## src/citd_regs.vh

```
// Constants for the instruction timing sequencer
`ifndef CITD_REGS_VH
`define CITD_REGS_VH

// ---------------------------------------------------------------
// Field widths
// ---------------------------------------------------------------
`define CITD_CLS_W 6
`define CITD_BYTES_W 2
`define CITD_CYC_W 5
`define CITD_COST_W 7

// ---------------------------------------------------------------
// External access cycle bases
// ---------------------------------------------------------------
`define CITD_XBASE_MUX 5'h05
`define CITD_XBASE_DEMUX 5'h03

// ---------------------------------------------------------------
// Sequencer states
// ---------------------------------------------------------------
`define CITD_ST_IDLE 1'h0
`define CITD_ST_EXEC 1'h1

// ---------------------------------------------------------------
// Instruction class codes
// ---------------------------------------------------------------
`define CITD_CLS_MOV_A_REG 6'h00
`define CITD_CLS_MOV_A_DIR 6'h01
`define CITD_CLS_MOV_A_IND 6'h02
`define CITD_CLS_MOV_A_IMM 6'h03
`define CITD_CLS_MOV_REG_A 6'h04
`define CITD_CLS_MOV_DIR_DIR 6'h05
`define CITD_CLS_MOV_DIR_IMM 6'h06
`define CITD_CLS_MOV_IND_A 6'h07
`define CITD_CLS_LOAD_DATA_POINTER 6'h08
`define CITD_CLS_CODE_READ 6'h09
`define CITD_CLS_AUX_MOVE 6'h0a
`define CITD_CLS_PUSH 6'h0b
`define CITD_CLS_POP 6'h0c
`define CITD_CLS_XCH_REG 6'h0d
`define CITD_CLS_NIBBLE_XCHG 6'h0e
`define CITD_CLS_ARITH_IMM 6'h0f
`define CITD_CLS_ARITH_REG 6'h10
`define CITD_CLS_ARITH_DIR 6'h11
`define CITD_CLS_INC_DIR 6'h12
`define CITD_CLS_INC_DATA_POINTER 6'h13
`define CITD_CLS_MUL 6'h14
`define CITD_CLS_DIV 6'h15
`define CITD_CLS_DEC_ADJ 6'h16
`define CITD_CLS_LOGIC_DIR_IMM 6'h17
`define CITD_CLS_LOGIC_DIR_A 6'h18
`define CITD_CLS_ROTATE 6'h19
`define CITD_CLS_NIBBLE_SWAP 6'h1a
`define CITD_CLS_CARRY_OP 6'h1b
`define CITD_CLS_BIT_MODIFY 6'h1c
`define CITD_CLS_CARRY_BIT_LOGIC 6'h1d
`define CITD_CLS_JUMP_BIT 6'h1e
`define CITD_CLS_BRANCH_BIT_CLEAR 6'h1f
`define CITD_CLS_ABS_CALL 6'h20
`define CITD_CLS_LONG_CALL 6'h21
`define CITD_CLS_RETURN 6'h22
`define CITD_CLS_INTERRUPT_RETURN 6'h23
`define CITD_CLS_INDIRECT_JUMP 6'h24
`define CITD_CLS_SHORT_JUMP 6'h25
`define CITD_CLS_LONG_JUMP 6'h26
`define CITD_CLS_COMPARE_BRANCH_IND 6'h27
`define CITD_CLS_COMPARE_BRANCH_IMM 6'h28
`define CITD_CLS_DEC_BRANCH_DIR 6'h29
`define CITD_CLS_DEC_BRANCH_REG 6'h2a
`define CITD_CLS_NOP 6'h2b

// ---------------------------------------------------------------
// Costs as {bytes, cycles}
// ---------------------------------------------------------------
`define CITD_COST_1_1 {2'h1, 5'h01}
`define CITD_COST_1_2 {2'h1, 5'h02}
`define CITD_COST_1_3 {2'h1, 5'h03}
`define CITD_COST_1_4 {2'h1, 5'h04}
`define CITD_COST_1_5 {2'h1, 5'h05}
`define CITD_COST_2_2 {2'h2, 5'h02}
`define CITD_COST_2_3 {2'h2, 5'h03}
`define CITD_COST_2_4 {2'h2, 5'h04}
`define CITD_COST_2_6 {2'h2, 5'h06}
`define CITD_COST_3_3 {2'h3, 5'h03}
`define CITD_COST_3_4 {2'h3, 5'h04}
`define CITD_COST_3_5 {2'h3, 5'h05}
`define CITD_COST_3_6 {2'h3, 5'h06}

`endif

```

## src/citd_core.v

```verilog
// Instruction length and execution cycle sequencer
//
// How it works
// - Register to accumulator move: one byte, one cycle.
// - Direct to direct byte move: three bytes, four cycles.
// - Data pointer immediate load: three bytes, three cycles.
// - Code byte read indexed by accumulator: one byte, four cycles.
// - On-chip auxiliary RAM moves: one byte, three cycles, any address width.
// - External RAM moves: one byte, three to twenty cycles by stretch setting.
// - Bus mode clear: five plus twice latch, pulse, twice setup/hold stretch.
// - Bus mode set: three plus pulse stretch plus twice setup/hold stretch.
// - Push: two bytes, four cycles; pop: two bytes, three cycles.
// - Low nibble exchange with indirect RAM: one byte, four cycles.
// - Immediate add, add with carry, subtract: two bytes, two cycles.
// - Logic op of immediate into direct byte: three bytes, four cycles.
// - Accumulator rotates, with or without carry: one byte, one cycle.
// - Accumulator nibble swap: one byte, one cycle.
// - Carry combined with bit or complement: two bytes, three cycles.
// - Branch on bit set and clear: three bytes, five cycles, clears if taken.
// - Interrupt return: one byte, four cycles, like plain return.
// - Indirect jump on accumulator plus pointer: one byte, three cycles.
// - Compare indirect RAM with immediate, branch: three bytes, five cycles.
// - Decrement direct byte, branch if nonzero: three bytes, five cycles.
// - Immediate to direct byte move: three bytes, three cycles.
`timescale 1ns/10ps
`include "citd_regs.vh"

module citd_core
(
	// Clock and reset
	input wire core_clk,
	input wire reset,
	// Instruction request
	input wire inst_valid,
	input wire [5:0] inst_class,
	input wire aux_external,
	input wire branch_taken,
	// External bus stretch configuration
	input wire ext_bus_mode_bit,
	input wire [1:0] ale_stretch,
	input wire [2:0] rw_stretch,
	input wire rdwr_setup_hold_stretch,
	// Sequencer status
	output reg inst_ready,
	output reg exec_busy,
	output reg exec_done,
	output reg [1:0] pc_advance,
	output reg [4:0] exec_cycles,
	output reg [4:0] cycles_left,
	output reg bit_clear,
	output reg class_unknown,
	output reg ext_access
);

// ---------------------------------------------------------------
// Class cost lookup
// ---------------------------------------------------------------
reg [6:0] cost;
reg known;

always @*
begin
	cost = `CITD_COST_1_1;
	known = 1'h1;
	case (inst_class)
		`CITD_CLS_MOV_A_REG: cost = `CITD_COST_1_1;
		`CITD_CLS_MOV_A_DIR: cost = `CITD_COST_2_2;
		`CITD_CLS_MOV_A_IND: cost = `CITD_COST_1_2;
		`CITD_CLS_MOV_A_IMM: cost = `CITD_COST_2_2;
		`CITD_CLS_MOV_REG_A: cost = `CITD_COST_1_2;
		`CITD_CLS_MOV_DIR_DIR: cost = `CITD_COST_3_4;
		`CITD_CLS_MOV_DIR_IMM: cost = `CITD_COST_3_3;
		`CITD_CLS_MOV_IND_A: cost = `CITD_COST_1_3;
		`CITD_CLS_LOAD_DATA_POINTER: cost = `CITD_COST_3_3;
		`CITD_CLS_CODE_READ: cost = `CITD_COST_1_4;
		`CITD_CLS_AUX_MOVE: cost = `CITD_COST_1_3;
		`CITD_CLS_PUSH: cost = `CITD_COST_2_4;
		`CITD_CLS_POP: cost = `CITD_COST_2_3;
		`CITD_CLS_XCH_REG: cost = `CITD_COST_1_3;
		`CITD_CLS_NIBBLE_XCHG: cost = `CITD_COST_1_4;
		`CITD_CLS_ARITH_IMM: cost = `CITD_COST_2_2;
		`CITD_CLS_ARITH_REG: cost = `CITD_COST_1_2;
		`CITD_CLS_ARITH_DIR: cost = `CITD_COST_2_3;
		`CITD_CLS_INC_DIR: cost = `CITD_COST_2_4;
		`CITD_CLS_INC_DATA_POINTER: cost = `CITD_COST_1_1;
		`CITD_CLS_MUL: cost = `CITD_COST_1_4;
		`CITD_CLS_DIV: cost = `CITD_COST_1_5;
		`CITD_CLS_DEC_ADJ: cost = `CITD_COST_1_4;
		`CITD_CLS_LOGIC_DIR_IMM: cost = `CITD_COST_3_4;
		`CITD_CLS_LOGIC_DIR_A: cost = `CITD_COST_2_4;
		`CITD_CLS_ROTATE: cost = `CITD_COST_1_1;
		`CITD_CLS_NIBBLE_SWAP: cost = `CITD_COST_1_1;
		`CITD_CLS_CARRY_OP: cost = `CITD_COST_1_1;
		`CITD_CLS_BIT_MODIFY: cost = `CITD_COST_2_4;
		`CITD_CLS_CARRY_BIT_LOGIC: cost = `CITD_COST_2_3;
		`CITD_CLS_JUMP_BIT: cost = `CITD_COST_3_4;
		`CITD_CLS_BRANCH_BIT_CLEAR: cost = `CITD_COST_3_5;
		`CITD_CLS_ABS_CALL: cost = `CITD_COST_2_6;
		`CITD_CLS_LONG_CALL: cost = `CITD_COST_3_6;
		`CITD_CLS_RETURN: cost = `CITD_COST_1_4;
		`CITD_CLS_INTERRUPT_RETURN: cost = `CITD_COST_1_4;
		`CITD_CLS_INDIRECT_JUMP: cost = `CITD_COST_1_3;
		`CITD_CLS_SHORT_JUMP: cost = `CITD_COST_2_3;
		`CITD_CLS_LONG_JUMP: cost = `CITD_COST_3_4;
		`CITD_CLS_COMPARE_BRANCH_IND: cost = `CITD_COST_3_5;
		`CITD_CLS_COMPARE_BRANCH_IMM: cost = `CITD_COST_3_4;
		`CITD_CLS_DEC_BRANCH_DIR: cost = `CITD_COST_3_5;
		`CITD_CLS_DEC_BRANCH_REG: cost = `CITD_COST_2_4;
		`CITD_CLS_NOP: cost = `CITD_COST_1_1;
		default: known = 1'h0;
	endcase
end

// ---------------------------------------------------------------
// External access length
// ---------------------------------------------------------------
wire [4:0] ext_len;

citd_xcalc u_xcalc
(
	.ext_bus_mode_bit(ext_bus_mode_bit),
	.ale_stretch(ale_stretch),
	.rw_stretch(rw_stretch),
	.rdwr_setup_hold_stretch(rdwr_setup_hold_stretch),
	.ext_cycles(ext_len)
);

// ---------------------------------------------------------------
// Resolved length of the requested instruction
// ---------------------------------------------------------------
wire is_aux;
wire is_ext;
wire [1:0] req_bytes;
wire [4:0] req_cycles;

assign is_aux = (inst_class == `CITD_CLS_AUX_MOVE);
assign is_ext = is_aux & aux_external;
assign req_bytes = cost[6:5];
assign req_cycles = is_ext ? ext_len : cost[4:0];

// ---------------------------------------------------------------
// Sequencer
// ---------------------------------------------------------------
reg state;
reg clear_pending;
reg next_state;
wire accept;
wire last_cycle;

assign accept = (state == `CITD_ST_IDLE) & inst_valid;
assign last_cycle = (state == `CITD_ST_EXEC) & (cycles_left == 5'h01);

always @*
begin
	next_state = state;
	case (state)
		`CITD_ST_IDLE:
		begin
			if (inst_valid)
			begin
				next_state = `CITD_ST_EXEC;
			end
		end
		`CITD_ST_EXEC:
		begin
			if (cycles_left == 5'h01)
			begin
				next_state = `CITD_ST_IDLE;
			end
		end
		default: next_state = `CITD_ST_IDLE;
	endcase
end

always @(posedge core_clk)
begin
	if (reset)
	begin
		state <= `CITD_ST_IDLE;
		inst_ready <= 1'h1;
		exec_busy <= 1'h0;
		exec_done <= 1'h0;
		pc_advance <= 2'h0;
		exec_cycles <= 5'h00;
		cycles_left <= 5'h00;
		bit_clear <= 1'h0;
		class_unknown <= 1'h0;
		ext_access <= 1'h0;
		clear_pending <= 1'h0;
	end
	else
	begin
		state <= next_state;
		exec_done <= 1'h0;
		bit_clear <= 1'h0;
		if (accept)
		begin
			inst_ready <= 1'h0;
			exec_busy <= 1'h1;
			pc_advance <= req_bytes;
			exec_cycles <= req_cycles;
			cycles_left <= req_cycles;
			class_unknown <= ~known;
			ext_access <= is_ext;
			clear_pending <= (inst_class == `CITD_CLS_BRANCH_BIT_CLEAR) & branch_taken;
		end
		else if (state == `CITD_ST_EXEC)
		begin
			cycles_left <= cycles_left - 5'h01;
			if (last_cycle)
			begin
				exec_busy <= 1'h0;
				exec_done <= 1'h1;
				inst_ready <= 1'h1;
				ext_access <= 1'h0;
				bit_clear <= clear_pending;
				clear_pending <= 1'h0;
			end
		end
	end
end

endmodule

```

## src/citd_xcalc.v

```verilog
// External auxiliary RAM access cycle calculator
`timescale 1ns/10ps
`include "citd_regs.vh"

module citd_xcalc
(
	// Stretch configuration
	input wire ext_bus_mode_bit,
	input wire [1:0] ale_stretch,
	input wire [2:0] rw_stretch,
	input wire rdwr_setup_hold_stretch,
	// Result
	output reg [4:0] ext_cycles
);

// ---------------------------------------------------------------
// Cycle sum
// ---------------------------------------------------------------
wire [4:0] ale_term;
wire [4:0] rw_term;
wire [4:0] sh_term;

assign ale_term = {2'h0, ale_stretch, 1'h0};
assign rw_term = {2'h0, rw_stretch};
assign sh_term = {3'h0, rdwr_setup_hold_stretch, 1'h0};

always @*
begin
	if (ext_bus_mode_bit)
	begin
		ext_cycles = `CITD_XBASE_DEMUX + rw_term + sh_term;
	end
	else
	begin
		ext_cycles = `CITD_XBASE_MUX + ale_term + rw_term + sh_term;
	end
end

endmodule

```

## config.mk

```make
export PLATFORM = sky130hd
export DESIGN_NAME = citd_core
export DESIGN_NICKNAME = d
export VERILOG_FILES = /design/src/citd_core.v /design/src/citd_xcalc.v
export VERILOG_INCLUDE_DIRS = /design/src
export SDC_FILE = /design/constraint.sdc
export NUM_CORES = 1
export LEC_CHECK = 0
export CAP_MARGIN = 20
export CORE_ASPECT_RATIO = 2
export CORE_MARGIN = 2
export CORE_UTILIZATION = 50
export CTS_BUF_LIST = sky130_fd_sc_hd__clkbuf_2
export DETAILED_ROUTE_END_ITERATION = 6
export DONT_BUFFER_PORTS = 1
export PLACE_DENSITY = 0.74
export SYNTH_ARGS = -nofsm -noshare
export SYNTH_HDL_FRONTEND = slang
export SYNTH_SLANG_ARGS = --single-unit
export TNS_END_PERCENT = 30
```

## constraint.sdc

```tcl
create_clock -name core_clk -period 4.6 [get_ports core_clk]
set_input_delay 0.92 -clock core_clk [delete_from_list [all_inputs] [get_ports core_clk]]
set_output_delay 0.92 -clock core_clk [all_outputs]
set_load 0.02 [all_outputs]
```

==> flow_summary.toml <==
[cells_and_area]
n_diodes = 0
drive_above_1_share = 0.08597
area_growth_pct = -3.689
mostFrequentLayoutCell = "a21oi_1"
mostFrequentLayoutCells = "a21oi_1 (22), dfxtp_1 (20), nor2_1 (19)"
finalNetCount = 251
final_area_um2 = 1797

[critical_path]
arrival_time_of_data_at_the_critical_path_endpoint_ns = 2.82
crit_path_cell_trace = "fa_1 -> ha_1 -> fa_1 -> mux2i_1 -> o211ai_1 -> o311ai_1 -> a211oi_2"
worst_setup_path_end_kind = "register"
slowest_stage = "fa_1"
crit_buf_inv = 0
cpPeakStageDelay_ns = 0.49
critical_path.top_delay_family = "adder cells"
path_common_cell = "fa_1"
cp_data_required_time_ns = 4.85
worst-path-max-fanout = 2
worst-setup-path-type = "in -> reg"
worstSetupStartpointType = "input port"

[die]
die_w_um = 47.19
placeableCoreArea_um2 = 3607
row_count = 31
die_h_um = 90.38
initial_core_util = 0.5172
die_area_um2 = 4265
pin_count = 36

[pwr]
power.static_leakage_nw = 0.6917
vdd_drop_max_uv = 220.8
cellPowerDensity_nw_per_um2 = 258.4

[outcome]
status = "complete, no violations"

[clocking]
clock_sinks = 20
cts_root_buf = "clkbuf_2"
htreeDepth = 1
cts_made_buffers = 3
tritoncts_clock_tree = "yes"
clk_pin_slew_ns = 0.19
cts_max_path_buffers = 2
postCtsResizedCells = 0
clkLatencyLatePin_ns = 0.30
post_cts.repair.setup_buffers = 0
hold_buffer_count_at_cts = 0

[worst_hold_path]
worstHoldPathType = "reg -> reg"

[synthesis]
yosys_most_used_dff = "dfxtp_1"
syn_inst = 238
synth.distinct_cells = 66
synthesis.nets = 267
yosysSeqAreaShare = 0.2146
post_synth.cell_area_avg_um2 = 7.838
synth_edf_count = 0
ys_warn_count = 0
postSynthRegisterBits = 20
syn-cell-area_um2 = 1866
synth-async-reset-ratio = 0

[sta]
period_needed_ns = 2.574
hold_violations_final = 0
slew_violations = 0
slew_hr = 0.4383
totalNegativeSetupSlack_ns = 0
worst_slew_pin_slew_ns = 0.8409
highest_achievable_clock_rate_mhz = 388.5
rsz0062_at_grt = "no"
fin_worst_skew_ns = 0.0006537
setup_violations = 0
final_min_period_over_clock_period = 0.5596

[route]
number_of_vias_after_detailed_routing = 1685
antenna_violating_nets_post_route = 0
post_detailed_routing_wire_length_um = 4276
firstDrtPassIters = 4
drt_drc_violations_left = 0
avgViaCountPerCell = 6.241
route.detailed.wl_per_inst_um = 15.84
drt-initial-drc-count = 63

[global_route]
grt_start_max_net_pins = 32
grt_pass1_vias = 1582
grt_overflow = 0
global_route_wire_length_before_repair_um = 7065
grtUsageTotal = 0.2136
initial_antenna_violation_count = 0

[place]
numPortBuffers = 0
detailed_place_hpwl_um = 3285
routabilityCongestion = 0.9387
placedInstanceArea_um2 = 1752

[job]
maxCapViolations = 0
[final cells by class]
type                       instances  area (µm²)
tap                               49       61.31
multi-input combinational        185        1245
inverter                          12       45.04
clock buffer                       3       15.01
clock inverter                     1       30.03
sequential                        20       400.4
fill                             389        1810
[path summary, 6_finish.rpt]
| check | start | endpoint | slack [ns] | cells after the start |
|---|---|---|---|---|
| max | ale_stretch[0] | cycles_left[2] | 2.03 | 7 |
| min | clear_pending | clear_pending | 0.47 | 2 |
| max reg2reg | state | cycles_left[1] | 2.72 | 5 |
| min reg2reg | clear_pending | clear_pending | 0.47 | 2 |
[worst register-to-register path, cell delays in order, from the launching register on]
cell and delay [ns]:
dfxtp_1 0.44, nor2b_1 0.70, nand2b_1 0.15, a221oi_1 0.31
o31ai_1 0.14, o21ai_0 0.09
[per-layer routing]
metal | part of all wire | vias up | track usage
met2 | 0.58 | 45 | 0.4087
met4 | 0.013 | 0 | 0.05787
met3 | 0.043 | 6 | 0.02200
met5 | 0 | - | 0
met1 | 0.36 | 797 | 0.2211
li1 | - | 837 | -
[report_power, final]
group | internal, mW | switching (mW)
registers | 0.186 | 0.0287
logic | 0.0591 | 0.0622
clock network | 0.0750 | 0.0529
[cells in the mapped netlist (4+ instances only)]
cell type / n / area, µm²
buf_2: 5 / 25.02
buf_6: 5 / 56.30
nand2_1: 18 / 67.56
nor3_1: 4 / 20.02
nand2b_1: 6 / 37.54
mux2i_1: 4 / 40.04
dfxtp_1: 20 / 400.4
nor2b_1: 6 / 37.54
a31oi_1: 6 / 37.54
ha_1: 9 / 112.6
nand3_1: 8 / 40.04
a21oi_1: 22 / 110.1
o21ai_0: 16 / 80.08
o22ai_1: 4 / 25.02
clkbuf_1: 4 / 15.01
inv_1: 12 / 45.04
nor2_1: 19 / 71.32
[cells by family (layout without fill, tap and decap cells)]
logic type	after synthesis	count (layout)	synth area share
flops	20	20	0.2146
xor+xnor	4	4	0.01878
buf+inv	33	16	0.1180
mux	5	5	0.02750
fa+ha+maj	11	11	0.08183
simple gates	84	84	0.2482
compound gates	81	81	0.2911
[flip-flops by register name, summed over array words and instances, names as in the netlist]
name / count
pc_advance: 2
inst_ready: 1
exec_cycles: 5
bit_clear: 1
cycles_left: 5
ext_access: 1
exec_done: 1
clear_pending: 1
state: 1
class_unknown: 1
exec_busy: 1
[per-stage QoR]
step           worst slack (ns)  total power [mW]  utilization  cells  hold WS (ns)
6_report                  2.026            0.4642       0.4981    270        0.4687
5_1_grt                   1.923            0.4891       0.4981    270        0.5004
4_1_cts                   2.036            0.4657       0.4981    270        0.4703
3_5_place_dp              1.712            0.3402       0.4856    266        0.4432
3_3_place_gp              1.768            0.3371       0.4856    266        0.4386
2_1_floorplan             1.888            0.3424            -    238        0.4294
Power figures use the tool's default switching activity.
